==> src/gmdc_pkg.sv <==
// Shared constants and types for the pin, mask and ramp control block.
// Assumes a single 100 MHz core clock and 9-bit register addresses.
package gmdc_pkg;
    // Register addresses
    localparam logic [8:0] ADDR_LEVEL = 9'h050;
    localparam logic [8:0] ADDR_STATUS = 9'h051;
    localparam logic [8:0] ADDR_EVENT = 9'h053;
    localparam logic [8:0] ADDR_MASK = 9'h055;
    localparam logic [8:0] ADDR_CTRL = 9'h056;
    localparam logic [8:0] ADDR_PIN01 = 9'h058;
    localparam logic [8:0] ADDR_PIN23 = 9'h059;
    localparam logic [8:0] ADDR_PIN4 = 9'h05A;
    localparam logic [8:0] LOCK_LO = 9'h0D0;
    localparam logic [8:0] LOCK_HI = 9'h14F;
    // Field positions
    localparam int CTRL_LOCK_BIT = 7;
    localparam int SLEW_B_LSB = 5;
    localparam int SLEW_A_LSB = 3;
    localparam int DEB_LSB = 0;
    localparam int MASK_OCB = 5;
    localparam int MASK_OCA = 4;
    localparam int MASK_CRIT = 3;
    localparam int MASK_WARN = 2;
    localparam int MASK_PGB = 1;
    localparam int MASK_PGA = 0;
    // Values after reset
    localparam logic [7:0] CTRL_RST = 8'h00;
    localparam logic [7:0] MASK_RST = 8'h00;
    localparam logic [7:0] PIN_RST = 8'h00;
    // Timing
    localparam int CLK_MHZ = 100;
    localparam int STEP_NS [4] = '{4000, 2000, 1000, 500};
    localparam int DEB_US [8] = '{0, 100, 1000, 10000, 50000,
                                  250000, 500000, 1000000};
    // Pin function codes
    localparam logic [1:0] FN_INPUT = 2'h0;
    localparam logic [1:0] FN_TRACK = 2'h1;
    localparam logic [1:0] FN_OD = 2'h2;
    localparam logic [1:0] FN_PP = 2'h3;

    typedef struct packed {
        logic debounce_on;
        logic polarity;
        logic [1:0] pin_function;
    } gmdc_pin_cfg_t;

    typedef struct packed {
        logic overcurrent_b;
        logic overcurrent_a;
        logic thermal_critical;
        logic thermal_warning;
        logic output_in_range_b;
        logic output_in_range_a;
    } gmdc_conv_t;
endpackage

==> src/gmdc_debounce.sv <==
// One input debounce filter.
// Assumes the raw input is already synchronous to the clock.
`timescale 1ns/1ps
module gmdc_debounce #(
    parameter int CW = 27
) (
    input wire logic core_clk_i,
    input wire logic sys_rst_i,
    input wire logic ce_i,
    // Input and setup
    input wire logic raw_i,
    input wire logic en_i,
    input wire logic [CW-1:0] limit_i,
    // Filtered level
    output logic filt_o
);
    logic [CW-1:0] cnt_reg;
    logic bypass;

    assign bypass = !en_i || (limit_i == '0);

    always_ff @(posedge core_clk_i) begin
        if (sys_rst_i) begin
            cnt_reg <= '0;
            filt_o <= 1'b0;
        end else if (ce_i) begin
            if (bypass || raw_i == filt_o) begin
                cnt_reg <= '0;
                if (bypass) filt_o <= raw_i;
            end else if (cnt_reg >= limit_i - 1'b1) begin
                cnt_reg <= '0;
                filt_o <= raw_i;
            end else begin
                cnt_reg <= cnt_reg + 1'b1;
            end
        end
    end
endmodule

==> src/gmdc_ramp.sv <==
// Target ramp for one converter channel, one code step per interval.
// Assumes one code step equals 10 mV of output voltage.
`timescale 1ns/1ps
module gmdc_ramp #(
    parameter int W = 8
) (
    input wire logic core_clk_i,
    input wire logic sys_rst_i,
    input wire logic ce_i,
    // Setup
    input wire logic [W-1:0] target_i,
    input wire logic [15:0] interval_i,
    // Ramp state
    output logic [W-1:0] level_o,
    output logic busy_o
);
    logic [15:0] cnt_reg;

    assign busy_o = level_o != target_i;

    always_ff @(posedge core_clk_i) begin
        if (sys_rst_i) begin
            cnt_reg <= '0;
            level_o <= '0;
        end else if (ce_i) begin
            if (!busy_o) begin
                cnt_reg <= '0;
            end else if (cnt_reg >= interval_i - 1'b1) begin
                cnt_reg <= '0;
                if (level_o < target_i) level_o <= level_o + 1'b1;
                else level_o <= level_o - 1'b1;
            end else begin
                cnt_reg <= cnt_reg + 1'b1;
            end
        end
    end
endmodule

==> src/gmdc_top.sv <==
// Pin configuration, fault masking, write lock and ramp rate control.
// Assumes a register port from the serial interface decoder.
//
// What this block does
// - Mask bit 5 blocks channel B overcurrent event latch and interrupt.
// - Mask bit 4 blocks channel A overcurrent event latch and interrupt.
// - Mask bit 3 keeps critical thermal events off the interrupt.
// - Mask bit 2 keeps thermal warning events off the interrupt.
// - Mask bits 1 and 0 block in-range loss interrupts, B and A.
// - Lock bit 7 clear lets writes reach addresses 0xD0 to 0x14F.
// - Lock bit set drops all writes into the locked range.
// - Channel B ramps 10 mV per interval chosen by bits 6:5.
// - Channel A ramps 10 mV per interval chosen by bits 4:3.
// - Bits 2:0 choose the global debounce time, none up to 1000 ms.
// - Per-pin mode bit turns input debouncing off or on.
// - Per-pin polarity bit sets active level, 1 high, 0 low.
// - Output pins 2 and 3 drive active level when mode bit set.
// - Pins 2 and 3 select input, reserved, open-drain or push-pull.
// - Pin 0 selects input or tracking enable; pins 1 and 4 input.
// - Interrupt output low while any unmasked event bit is set.
// - Host clears events by write-back; new events are never lost.
`timescale 1ns/1ps
module gmdc_top
    import gmdc_pkg::*;
#(
    parameter int DEB_CYC_PER_US = CLK_MHZ,
    parameter int RAMP_W = 8
) (
    // Clock, reset, enable
    input wire logic core_clk_i,
    input wire logic sys_rst_i,
    input wire logic ce_i,
    // Register port
    input wire logic [8:0] reg_addr_i,
    input wire logic reg_wr_i,
    input wire logic reg_rd_i,
    input wire logic [7:0] reg_wdata_i,
    output logic [7:0] reg_rdata_o,
    output logic cfg_wr_en_o,
    // Converter monitors
    input wire gmdc_conv_t conv_i,
    // Ramp targets and state
    input wire logic [RAMP_W-1:0] ramp_target_a_i,
    input wire logic [RAMP_W-1:0] ramp_target_b_i,
    output logic [RAMP_W-1:0] ramp_level_a_o,
    output logic [RAMP_W-1:0] ramp_level_b_o,
    output logic ramp_busy_a_o,
    output logic ramp_busy_b_o,
    // General pins
    input wire logic [4:0] pin_i,
    output logic [1:0] pin23_o,
    output logic [1:0] pin23_oe_o,
    output logic [4:0] general_input_active_o,
    output logic tracking_enable_o,
    // Interrupt
    output logic interrupt_out_n_o
);
    localparam int DCW = 27;

    logic [7:0] ctrl_reg;
    logic [7:0] mask_reg;
    logic [7:0] pin01_reg;
    logic [7:0] pin23_reg;
    logic [3:0] pin4_reg;
    logic [5:0] event_reg;
    logic [5:0] event_next;
    logic [5:0] conv_prev_reg;
    logic [5:0] conv_now;
    logic [5:0] ev_raise;
    logic [5:0] ev_set;
    logic [5:0] ev_clear;
    logic [5:0] irq_mask;
    logic [4:0] pin_filt;
    logic [4:0] pin_active;
    gmdc_pin_cfg_t pin_cfg [5];
    logic [DCW-1:0] deb_limit;
    logic [15:0] step_a;
    logic [15:0] step_b;
    logic wr_ev;
    logic lock_range;
    logic [1:0] drive_lvl;

    function automatic logic [15:0] step_cycles(input logic [1:0] sel);
        step_cycles = 16'(STEP_NS[sel] * CLK_MHZ / 1000);
    endfunction

    function automatic logic [DCW-1:0] deb_cycles(input logic [2:0] sel);
        deb_cycles = DCW'(DEB_US[sel] * DEB_CYC_PER_US);
    endfunction

    // Locked range write gate
    assign lock_range = reg_addr_i >= LOCK_LO && reg_addr_i <= LOCK_HI;

    always_comb begin
        cfg_wr_en_o = 1'b0;
        if (ce_i && reg_wr_i && lock_range) begin
            cfg_wr_en_o = !ctrl_reg[CTRL_LOCK_BIT];
        end
    end

    // Control and pin configuration registers
    always_ff @(posedge core_clk_i) begin
        if (sys_rst_i) begin
            ctrl_reg <= CTRL_RST;
            mask_reg <= MASK_RST;
            pin01_reg <= PIN_RST;
            pin23_reg <= PIN_RST;
            pin4_reg <= PIN_RST[3:0];
        end else if (ce_i && reg_wr_i) begin
            case (reg_addr_i)
                ADDR_CTRL: ctrl_reg <= reg_wdata_i;
                ADDR_MASK: mask_reg <= {2'h0, reg_wdata_i[5:0]};
                ADDR_PIN01: pin01_reg <= reg_wdata_i;
                ADDR_PIN23: pin23_reg <= reg_wdata_i;
                ADDR_PIN4: pin4_reg <= reg_wdata_i[3:0];
                default: ;
            endcase
        end
    end

    // Per-pin configuration view
    assign pin_cfg[0] = gmdc_pin_cfg_t'(pin01_reg[3:0]);
    assign pin_cfg[1] = gmdc_pin_cfg_t'(pin01_reg[7:4]);
    assign pin_cfg[2] = gmdc_pin_cfg_t'(pin23_reg[3:0]);
    assign pin_cfg[3] = gmdc_pin_cfg_t'(pin23_reg[7:4]);
    assign pin_cfg[4] = gmdc_pin_cfg_t'(pin4_reg);

    // Event detection: faults on rising edge, in-range loss on falling
    assign conv_now = conv_i;

    always_ff @(posedge core_clk_i) begin
        if (sys_rst_i) begin
            conv_prev_reg <= 6'h00;
        end else if (ce_i) begin
            conv_prev_reg <= conv_now;
        end
    end

    assign ev_raise[5:2] = conv_now[5:2] & ~conv_prev_reg[5:2];
    assign ev_raise[1:0] = ~conv_now[1:0] & conv_prev_reg[1:0];

    always_comb begin
        ev_set = ev_raise;
        ev_set[MASK_OCB] = ev_raise[MASK_OCB] & ~mask_reg[MASK_OCB];
        ev_set[MASK_OCA] = ev_raise[MASK_OCA] & ~mask_reg[MASK_OCA];
    end

    assign wr_ev = reg_wr_i && reg_addr_i == ADDR_EVENT;
    assign ev_clear = wr_ev ? reg_wdata_i[5:0] : 6'h00;
    // Set wins so an event in the clearing cycle survives
    assign event_next = (event_reg & ~ev_clear) | ev_set;

    always_ff @(posedge core_clk_i) begin
        if (sys_rst_i) begin
            event_reg <= 6'h00;
        end else if (ce_i) begin
            event_reg <= event_next;
        end
    end

    // Interrupt from unmasked latched events
    assign irq_mask = mask_reg[5:0];

    always_ff @(posedge core_clk_i) begin
        if (sys_rst_i) begin
            interrupt_out_n_o <= 1'b1;
        end else if (ce_i) begin
            interrupt_out_n_o <= ~|(event_reg & ~irq_mask);
        end
    end

    // Ramp rate selection
    assign step_b = step_cycles(ctrl_reg[SLEW_B_LSB +: 2]);
    assign step_a = step_cycles(ctrl_reg[SLEW_A_LSB +: 2]);

    gmdc_ramp #(
        .W(RAMP_W)
    ) u_ramp_a (
        .core_clk_i(core_clk_i),
        .sys_rst_i(sys_rst_i),
        .ce_i(ce_i),
        .target_i(ramp_target_a_i),
        .interval_i(step_a),
        .level_o(ramp_level_a_o),
        .busy_o(ramp_busy_a_o)
    );

    gmdc_ramp #(
        .W(RAMP_W)
    ) u_ramp_b (
        .core_clk_i(core_clk_i),
        .sys_rst_i(sys_rst_i),
        .ce_i(ce_i),
        .target_i(ramp_target_b_i),
        .interval_i(step_b),
        .level_o(ramp_level_b_o),
        .busy_o(ramp_busy_b_o)
    );

    // Debounce and active-level decode, one per pin
    assign deb_limit = deb_cycles(ctrl_reg[DEB_LSB +: 3]);

    genvar gi;
    generate
        for (gi = 0; gi < 5; gi++) begin : g_pin
            gmdc_debounce #(
                .CW(DCW)
            ) u_deb (
                .core_clk_i(core_clk_i),
                .sys_rst_i(sys_rst_i),
                .ce_i(ce_i),
                .raw_i(pin_i[gi]),
                .en_i(pin_cfg[gi].debounce_on),
                .limit_i(deb_limit),
                .filt_o(pin_filt[gi])
            );
            // Polarity 0 means the low level is active
            assign pin_active[gi] =
                pin_filt[gi] ~^ pin_cfg[gi].polarity;
        end
    endgenerate

    always_ff @(posedge core_clk_i) begin
        if (sys_rst_i) begin
            general_input_active_o <= 5'h00;
            tracking_enable_o <= 1'b0;
        end else if (ce_i) begin
            general_input_active_o <= pin_active;
            // Reserved codes fall back to plain input
            tracking_enable_o <= pin_cfg[0].pin_function == FN_TRACK
                && pin_active[0];
        end
    end

    // Wanted pin level: mode bit picks active or passive level
    always_comb begin
        for (int i = 0; i < 2; i++) begin
            drive_lvl[i] = pin_cfg[i + 2].debounce_on
                ~^ pin_cfg[i + 2].polarity;
        end
    end

    // Output drivers for pins 2 and 3
    always_ff @(posedge core_clk_i) begin
        if (sys_rst_i) begin
            pin23_o <= 2'h0;
            pin23_oe_o <= 2'h0;
        end else if (ce_i) begin
            for (int i = 0; i < 2; i++) begin
                case (pin_cfg[i + 2].pin_function)
                    FN_PP: begin
                        pin23_o[i] <= drive_lvl[i];
                        pin23_oe_o[i] <= 1'b1;
                    end
                    FN_OD: begin
                        // Open drain only ever pulls low
                        pin23_o[i] <= 1'b0;
                        pin23_oe_o[i] <= !drive_lvl[i];
                    end
                    default: begin
                        pin23_o[i] <= 1'b0;
                        pin23_oe_o[i] <= 1'b0;
                    end
                endcase
            end
        end
    end

    // Register read back, one cycle after the read strobe
    always_ff @(posedge core_clk_i) begin
        if (sys_rst_i) begin
            reg_rdata_o <= 8'h00;
        end else if (ce_i && reg_rd_i) begin
            case (reg_addr_i)
                ADDR_LEVEL: reg_rdata_o <= {3'h0, pin_filt};
                ADDR_STATUS: reg_rdata_o <= {2'h0, conv_now};
                ADDR_EVENT: reg_rdata_o <= {2'h0, event_reg};
                ADDR_MASK: reg_rdata_o <= mask_reg;
                ADDR_CTRL: reg_rdata_o <= ctrl_reg;
                ADDR_PIN01: reg_rdata_o <= pin01_reg;
                ADDR_PIN23: reg_rdata_o <= pin23_reg;
                ADDR_PIN4: reg_rdata_o <= {4'h0, pin4_reg};
                default: reg_rdata_o <= 8'h00;
            endcase
        end
    end
endmodule

==> config.mk <==
export PLATFORM = sky130hd
export DESIGN_NAME = gmdc_top
export DESIGN_NICKNAME = d
export VERILOG_FILES = /design/src/gmdc_pkg.sv /design/src/gmdc_debounce.sv /design/src/gmdc_ramp.sv /design/src/gmdc_top.sv
export SDC_FILE = /design/constraint.sdc
export NUM_CORES = 1
export LEC_CHECK = 0
export ABC_AREA = 1
export BUFFER_PORTS_ARGS = -buffer_cell sky130_fd_sc_hd__buf_2
export CORE_MARGIN = 2
export CORE_UTILIZATION = 64
export DETAILED_ROUTE_END_ITERATION = 6
export PLACE_DENSITY = 0.82
export SLEW_MARGIN = 20
export SYNTH_ARGS = -nofsm -noshare
export SYNTH_HDL_FRONTEND = slang
export SYNTH_SLANG_ARGS = --single-unit
==> constraint.sdc <==
create_clock -name core_clk_i -period 7.3 [get_ports core_clk_i]
set_clock_uncertainty 0.1 [all_clocks]
set_input_delay 0 -clock core_clk_i [delete_from_list [all_inputs] [get_ports core_clk_i]]
set_output_delay 0 -clock core_clk_i [all_outputs]
set_load 0.03 [all_outputs]
==> impl_results.md, run 1 <==
* Status: finished, final reports clean
* Largest net degree at the start of global routing at 83
* Root Buffer: clkbuf_16
* Top-count cell post-synth: nand2_1
* Final Hold Violating Endpoints at 0
* Die footprint at roughly 0.032 mm^2
* CP Data Required Time at about 7600 ps
* Postcts setup bufs at 0
* Register-to-Register Path Depth at 30
* Setup CP Type: reg2reg
* Nets at between 3000 and 4000
* Gr usage total at between 30 and 40%
* Slew Viols, Final at 0
* Crit-path most repeated cell: nand3_1
* Synth top area share at around a quarter
* Mapped Cells at approximately 2700
* Mapped Area at around 0.02 mm^2
* Worst R2R Start: ctrl_reg[2]
* Initial Util at 64.5%
* Clk Latency, worst-skew pair at around 550 ps
* Critical path arrival at between 7000 and 8000 ps
* IO Pins at 87
* WL met2 at 25.7 mm
* Most frequent cells after synthesis: nand2_1 (448), nor2_1 (382), inv_1 (316), ha_1 (283), dfxtp_1 (253)
* DRT antenna net count at 0
* CTS tree: done
* Dpl hpwl at 39.5 mm
* Asr flop ratio synth at 0%
* CP peak stage delay at 670 ps
* Vias in the first global route at about 18000
* Reg clk slew, reported paths at 60 ps
* CP Launch Point: ctrl_reg[2]
* Seq/Total Area, Yosys at between 20 and 30%
* DR top layer: met5
* RePlAce Congestion at approximately 0.94
* Initial antenna violation count at 1
* Yosys cell types at 68
* Met3 WL at between 3 and 4 mm
* Residual DRC at 0
* CP max-delay cell: dfxtp_1
* RSZ-0062 raised after global routing: no
* PwrDens at between 100 and 150 mW/mm^2
* Yosys Warn Count at 0
* Largest fanout on the critical path at 16
* Max Cap Violations at 0
* CTS Buffer Depth at 3
* Overall die width at roughly 180 um
* H-tree depth at 1
* Predominant post-synthesis flop cell: dfxtp_1
* Total core area at between 0.03 and 0.04 mm^2
* Drt via density at approximately 6
* Worst r2r dst: g_pin[1].u_deb.filt_o
* Largest cells by area after synthesis: dfxtp_1 (26%), ha_1 (18%), nand2_1 (8.6%)
* Tcrit/Tclk final at 94.7%
* Mean Syn Cell Area at slightly above 7 um^2
* Non-filler instance count after layout at around 3200
* First-pass GRT wire length at a little under 90 mm
* Total Neg Setup Slack at 0 ps
* R2R Setup Slk at 390 ps
* Crit end category: register
* TritonCTS buffer count at 28
* Height of the die at 179 um
* Clk sinks at 253
* Post-Route WL at between 50 and 60 mm
* Peak VDD IR at approximately 0.18 mV
* Final Util at a little over 70%
* Hold depth at 5
* Cell count after placement at approximately 3200
* Max Freq at between 0.1 and 0.15 GHz
* Met1 Routed Length at between 20 and 25 mm
* Pre-antenna DRT Iters at 6
* Hold Crit Class: in2reg
* EDFF count, synth at 0
* Routed via count at approximately 19000
* Min Hold Slack at about 22 ps
* Overflow after GRT at 0
* Area Overhead vs Synth at 10.6%
* Max reg flops at ~140
* Worst slew pin tran at between 1000 and 1500 ps
* Min-delay src: reg_addr_i[3]
* Number of synthesized register bits at roughly 250
* Crit path time final at 6910 ps
* Slew margin rel. at approximately a tenth
* Initial DRC count at approximately 1600
* Wire per inst at 16.6 um
* Antenna Cells at 0
* Port bufs at between 80 and 90
* CP endpoint: g_pin[1].u_deb.filt_o
* Worst setup margin at 386 ps
* Critical path launch point type: register
* Endpoints failing setup at 0
* Pre-CTS setup slack at 287 ps
* Leakage at 10.1 nW
* Layout cells sized above 1 at between 7 and 8%
* Rows at 64
* Largest area contributor in the netlist: dfxtp_1
==> where the power goes <==
| group | internal, mW | switching [mW] | total [mW] | leakage [nW] |
|---|---|---|---|---|
| Clock | 0.862 | 0.591 | 1.45 | 0.467 |
| Sequential | 1.39 | 0.0109 | 1.40 | 2.04 |
| Combinational | 0.0547 | 0.114 | 0.169 | 7.60 |
==> how the worst min path moves through the flow <==
stage / slack (ps) / endpoint
after floorplan: 40 / pin23_reg[4]
after global placement: 160 / u_ramp_b.cnt_reg[12]
after detailed placement: 150 / u_ramp_b.cnt_reg[14]
after CTS: 7 / pin4_reg[1]
after global routing: 80 / mask_reg[4]
final: 20 / pin4_reg[1]
==> critical path, delay by kind of cell (launching register included) <==
family | cells | cell delay (ps)
flops | 1 | 670
xor+xnor | 4 | 710
compound gates | 5 | 1170
simple gates | 14 | 1710
buf+inv | 3 | 1080
fa+ha+maj | 4 | 1310
==> kinds of logic after synthesis <==
group,Yosys count,synth area share (%)
compound gates,418,12.7
buf+inv,384,7.85
fa+ha+maj,290,18.8
simple gates,1204,27.2
flops,253,25.9
other cells,1,0.0191
xor+xnor,169,7.60
==> placed cells by master, fill, tap and decap left out, types with 6 or more instances in the layout <==
cell           instances
o22ai_1               18
nand2_2                9
dlygate4sd3_1         31
nand3b_1               9
a211oi_1              31
a22oi_1                7
a2111oi_0              6
ha_1                 282
inv_1                315
xor2_1               103
nor2_1               382
nor4_1                29
nand3_1              138
nor3_1                67
clkbuf_16             29
a21oi_1              175
buf_4                 12
o21ai_0               92
xnor2_1               57
dfxtp_1              251
or2_2                 11
a31oi_1               15
o41ai_1                6
inv_2                  9
a21o_1                 9
nand4_1               65
clkinv_2               6
buf_2                 85
fa_1                   7
nor3b_1               17
clkbuf_8               7
conb_1                10
nand2_1              448
o31ai_1                6
==> layer usage <==
layer	up-vias	global-route usage [%]
met3	161	4.18
met1	8760	40.8
li1	9359	-
met4	2	13.1
met2	714	58.5
met5	-	0
==> stage by stage <==
step                      instance area (um^2)  power [mW]
after floorplan                          19600        1.53
after global placement                   20300        1.58
after detailed placement                 20300        1.58
after CTS                                21600        3.03
after global routing                     21700        3.10
final                                    21700        3.03
==> final cells by class <==
| cell class | instances | area [um^2] |
|---|---|---|
| fill | 2509 | 8690 |
| sequential | 253 | 5070 |
| multi-input combinational | 2091 | 13100 |
| timing repair buffer | 128 | 826 |
| inverter | 328 | 1230 |
| tap | 396 | 495 |
| clock inverter | 11 | 114 |
| clock buffer | 39 | 833 |
==> repair_timing <==
item                                    in CTS  in global routing
endpoints found under the hold margin       90                  0
hold buffers                                31                  0
gates resized for setup                      0                 13
endpoints found under the setup margin       0                 78
(Power assumes the default switching activity.)
==> inputs of run 2 (changes only) <==
--- a/config.mk
+++ b/config.mk
@@ -12,4 +12,5 @@
 export DETAILED_ROUTE_END_ITERATION = 6
 export PLACE_DENSITY = 0.82
+export RECOVER_POWER = 25
 export SLEW_MARGIN = 20
 export SYNTH_ARGS = -nofsm -noshare
==> constraint.sdc (replaced) <==
create_clock -name core_clk_i -period 7.3 [get_ports core_clk_i]
set_clock_uncertainty 0.1 [all_clocks]
set_input_delay 1.46 -clock core_clk_i [delete_from_list [all_inputs] [get_ports core_clk_i]]
set_output_delay 1.46 -clock core_clk_i [all_outputs]
set_load 0.03 [all_outputs]
==> run 2 against run 1 <==
  * The flow now finishes with violations (max-capacitance violations, max-slew violations)
  * Cell area fell by 1.7%
  * First-iteration DRC count is 3.3% lower
  * Utilization shrank 1.2 points
  * Sequential cell count is the same
  * Global-route usage decreased by 0.25 points
  * Maximum frequency grew 1.8%
  * Final cell count fell by 0.71%
  * Largest power group is now sequential cells
  * Die area unchanged
  * Routed wire length shrank 0.67%
  * Register-to-register slack better by 120 ps
  * Highest routed layer unchanged
  * Via count shrank 0.44%
  * Hold slack improved by 330 ps
==> impl_results.md, run 2 (synthesis gave the netlist of run 1 again) <==
* IO Pins at 87
* Crit end category: register
* Post-Route WL at around 54 mm
* CTS Buffer Depth at 3
* PwrDens at between 100 and 150 mW/mm^2
* Height of the die at about 180 um
* Endpoints failing setup at 0
* Register-to-Register Path Depth at 29
* Wire per inst at ~17 um
* Hold-fix buffers, CTS at 0
* Total core area at just over 0.03 mm^2
* Clk Latency, worst-skew pair at between 500 and 600 ps
* Root Buffer: clkbuf_16
* Vias in the first global route at roughly 18000
* Final Power at between 2 and 3 mW
* Overflow after GRT at 0
* RePlAce Congestion at between 0.9 and 1
* Drt via density at about 6
* Layout cells sized above 1 at under 10%
* CP peak stage delay at between 500 and 600 ps
* Max Cap Violations at 1
* GRT met3 Usage at roughly 3.7%
* Initial Util at 64.5%
* Residual DRC at 0
* Most frequent cells in the layout: nand2_1 (448), nor2_1 (382), inv_1 (316)
* Setup CP Type: reg2reg
* Dpl hpwl at 40.0 mm
* Status: complete, but fails checks
* Total Neg Setup Slack at 0 ps
* CP Data Required Time at about 7700 ps
* Area after DPL at roughly 0.02 mm^2
* Overall die width at 179 um
* TritonCTS buffer count at 29
* Max Freq at around 0.15 GHz
* First-pass GRT wire length at 86.1 mm
* Area Overhead vs Synth at 8.66%
* Die footprint at between 0.03 and 0.04 mm^2
* CP max-delay cell: xnor2_1
* Leakage at approximately 9.8 nW
* Nets at roughly 3100
* Hold Crit Class: reg2reg
* Gr usage total at approximately 33%
* Largest fanout on the critical path at 26
* Routing usage on met2 at a little under three fifths
* Initial antenna violation count at 3
* Crit path time final at ~6800 ps
* Min Hold Slack at between 300 and 400 ps
* H-tree depth at 1
* Initial DRC count at between 1500 and 2000
* CTS tree: done
* Final Util at a little over two thirds
* Slew Viols, Final at 47
* DRT antenna net count at 0
* Max reg flops at around 140
* Hold depth at 2
* Critical path arrival at around 7200 ps
* Fill count at 2557
* Slew margin rel. at -41.2%
* Routed via count at 18900
* Postcts setup bufs at 0
* Rows at 64
* Port bufs at 86
* Met1 Track Usage GR at between 40% and 50%
* Final Hold Violating Endpoints at 0
* Tcrit/Tclk final at a little over 90%
* Peak VDD IR at 0.173 mV
* Post-route cell area at 0.0213 mm^2
* Reg clk slew, reported paths at approximately 60 ps
* Most Crowded Layer GR: met2
* Clk sinks at approximately 250
* Critical path launch point type: register
* Pre-antenna DRT Iters at 6
* Commonest non-fill, non-tap cell in the layout: nand2_1
* Failing checks: max-capacitance violations, max-slew violations
* Worst slew pin tran at 2120 ps
* Largest net degree at the start of global routing at 78
-- run 2: critical path, delay by kind of cell (launching register included) --
kind,cells,cell delay [ps]
buffers and inverters,5,590
AND/OR/NAND/NOR,13,1960
XOR/XNOR,2,680
adder cells (fa/ha/maj),6,1800
AO/OA/AOI/OAI,3,1110
flip-flops,1,430
-- run 2: power breakdown --
group,internal [mW],total [mW],switching [mW]
Sequential,1.39,1.40,0.0106
Clock,0.806,1.40,0.590
Combinational,0.0446,0.154,0.110
-- run 2: metal layers --
layer	up-vias	part of all wire, %
li1	9309	-
met1	8773	43
met2	676	47
met3	152	6.4
met4	2	3.9
met5	-	0.015
-- run 2: metrics by stage --
step                      setup slack [ps]  std cells
after floorplan                       1350       2728
after global placement                 454       3170
after detailed placement               150       3170
after CTS                             46.1       3220
after global routing                 -3.01       3221
final                                  510       3223
-- run 2: repair_timing --
action	4_1_cts	5_1_grt
setup endpoints to repair	0	136
gates resized for setup	0	11
endpoints found under the hold margin	0	0
-- run 2: path summary, 6_finish.rpt --
path                 from                        end  slack (ps)
max           ctrl_reg[0]  g_pin[1].u_deb.cnt_reg[3]         510
min          pin01_reg[5]               pin01_reg[5]         360
max reg2reg   ctrl_reg[0]  g_pin[1].u_deb.cnt_reg[3]         510
min reg2reg  pin01_reg[5]               pin01_reg[5]         360
-- run 2: area by class of cell --
| type | instances | area, um^2 | share of cell area, % |
|---|---|---|---|
| inverter | 328 | 1230 | 5.80 |
| sequential | 253 | 5070 | 23.8 |
| timing repair buffer | 102 | 504 | 2.37 |
| clock buffer | 43 | 858 | 4.03 |
| multi-input combinational | 2091 | 13100 | 61.4 |
| tap | 396 | 495 | 2.33 |
| antenna | 3 | 7.51 | 0.0353 |
| clock inverter | 7 | 45.0 | 0.212 |
==> inputs of run 3 (changes only) <==
Settings changed: BUFFER_PORTS_ARGS -buffer_cell sky130_fd_sc_hd__buf_2 to unset, CORE_UTILIZATION 64 to 65, DONT_BUFFER_PORTS set to 1, PLACE_DENSITY 0.82 to 0.81, RECOVER_POWER 25 to 50.
==> run 3 against run 2 <==
  * The flow still finishes with violations (max-capacitance violations, max-slew violations)
  * Register-to-register slack gained 20 ps
  * Power rose by 3.3%
  * First-iteration DRC count shrank 7.5%
  * Via count shrank 1.2%
  * Clock power is 9% higher
  * Sequential cell count stayed put
  * Global-route usage rose by 1.7 points
  * Maximum frequency up 0.30%
  * Die area down 1.5%
  * Cell area decreased by 1.6%
  * Highest routed layer is now met4
==> impl_results.md, run 3 (synthesis gave the netlist of run 1 again) <==
* Largest fanout on the critical path at 27
* Worst setup margin at ~530 ps
* Gr usage total at ~35%
* Final Hold Violating Endpoints at 0
* Hold-fix buffers, CTS at 0
* CTS Buffer Depth at 3
* Max Freq at 0.148 GHz
* Hold Crit Class: reg2reg
* Residual DRC at 0
* Overflow after GRT at 0
* Largest net degree at the start of global routing at 90
* Setup CP Type: reg2reg
* CP max-delay cell: xor2_1
* Register-to-Register Path Depth at 25
* Final Power at about 3 mW
* Slew margin rel. at -159%
* Peak VDD IR at 0.180 mV
* Routed via count at 18700
* Worst r2r dst: g_pin[4].u_deb.cnt_reg[10]
* R2R Setup Slk at approximately 530 ps
* Pre-CTS setup slack at 293 ps
* Clk Latency, worst-skew pair at ~560 ps
* Root Buffer: clkbuf_16
* CTS tree: done
* Max Cap Violations at 2
* CP Data Required Time at roughly 7700 ps
* Drt via density at between 5 and 6
* TritonCTS buffer count at 29
* Dpl hpwl at just over 40 mm
* Postcts setup bufs at 0
* Pre-antenna DRT Iters at 7
* CP peak stage delay at between 600 and 700 ps
* Hold Crit Endpoint: pin01_reg[5]
* Failing checks: max-capacitance violations, max-slew violations
* Status: complete, but fails checks
* Worst Path Buf+Inv at 3
* Commonest non-fill, non-tap cell in the layout: nand2_1
* RSZ-0062 raised after global routing: no
* Initial DRC count at ~1400
* Reg clk slew, reported paths at 70 ps
* Min-delay src: pin01_reg[5]
* H-tree depth at 1
* Critical path arrival at 7130 ps
* RePlAce Congestion at 0.968
* DRT antenna net count at 0
* Post-route cell area at approximately 0.021 mm^2
* Final Util at 70.7%
* Initial antenna violation count at 1
* Leakage at just under 10 nW
* Crit path time final at 6770 ps
* Endpoints failing setup at 0
* Critical path launch point type: register
* Overall die width at between 150 and 200 um
* Most frequent cells in the layout: nand2_1 (451), nor2_1 (382), inv_1 (318)
* Layout cells sized above 1 at under 10%
* Total Neg Setup Slack at 0 ps
* Port bufs at 0
* Worst R2R Start: ctrl_reg[1]
* Vias in the first global route at 17900
* Nets at around 3000
* Height of the die at between 150 and 200 um
* Die footprint at around 0.032 mm^2
* Crit end category: register
* Area after DPL at ~0.020 mm^2
* First-pass GRT wire length at just under 90 mm
* Max reg flops at ~140
* Top Family by Delay on Critical Path: adder cells
* Hold depth at 2
* Worst slew pin tran at 3890 ps
* PwrDens at between 100 and 150 mW/mm^2
* Wire per inst at about 18 um
* Tcrit/Tclk final at around 93%
* Slew Viols, Final at 78
* Post-Route WL at ~55 mm
* Crit-path most repeated cell: ha_1
* Rows at 63
* IO Pins at 87
* Area Overhead vs Synth at 6.92%
* Clk sinks at ~250
* Total core area at just under 0.03 mm^2
* Initial Util at about two thirds
==> run 3: cell count changes in the layout (fill, tap and decap cells not counted), moves of 3 or more <==
cell / before / now
nand2_2: 9 / 6
bufinv_16: 0 / 3
nand2_1: 448 / 451
clkbuf_1: 43 / 4
buf_2: 49 / 0
==> run 3: final cells by class <==
type	count	area, um^2
Multi-Input combinational cell	2091	13000
Sequential cell	253	5070
Clock inverter	11	149
Inverter	328	1230
Tap cell	390	488
Clock buffer	40	847
Antenna cell	1	2.50
Timing Repair Buffer	15	109
Fill cell	2513	8700
==> run 3: what timing repair did <==
item,4_1_cts,5_1_grt
gates resized for setup,0,7
hold endpoints to repair,0,0
setup endpoints to repair,0,74
==> run 3: worst register-to-register path, stage by stage, from the launching register on <==
cell and delay (ps):
dfxtp_1 560, ha_1 330, inv_1 60, nor2_1 200, inv_1 130, nand2_2 150, ha_1 260, xor2_1 170
xor2_1 140, ha_1 340, fa_1 560, nor3_1 220, inv_1 110, o21ai_0 180, nand2_1 160, xor2_1 640
ha_1 380, a21oi_1 140, nor2_1 60, a2111oi_0 470, a21oi_1 150, a2111oi_1 450, nand2_1 150, nand2_1 130
nand2_4 180, nor3_1 270
==> run 3: routing by layer <==
layer / track usage (%) / vias to the layer above / wire (um)
li1: - / 9150 / -
met1: 41.5 / 8718 / 22700
met2: 60.1 / 638 / 26100
met3: 4.73 / 184 / 3330
met4: 17.6 / 0 / 3050
met5: 0 / - / 0
==> run 3: worst max path at each step <==
stage	from	end	slack [ps]	cells after the start
5_1_grt	ctrl_reg[1]	g_pin[3].u_deb.filt_o	30	35
4_1_cts	ctrl_reg[0]	g_pin[4].u_deb.cnt_reg[10]	130	30
6_report	ctrl_reg[1]	g_pin[4].u_deb.cnt_reg[10]	530	25
3_3_place_gp	ctrl_reg[0]	g_pin[4].u_deb.cnt_reg[18]	510	30
2_1_floorplan	ctrl_reg[1]	g_pin[4].u_deb.cnt_reg[16]	1350	31
3_5_place_dp	ctrl_reg[0]	g_pin[4].u_deb.cnt_reg[8]	290	30
==> run 3: report_power, final <==
| group | leakage, nW | total, mW | switching (mW) | internal [mW] |
|---|---|---|---|---|
| registers | 2.04 | 1.41 | 0.0160 | 1.39 |
| clock network | 0.482 | 1.53 | 0.614 | 0.914 |
| logic | 7.10 | 0.114 | 0.0795 | 0.0342 |
==> run 3: through the flow <==
step           std cells  hold WS (ps)
6_report            3129           360
3_3_place_gp        3077           335
5_1_grt             3129           383
3_5_place_dp        3077           343
4_1_cts             3128           352
2_1_floorplan       2728           325
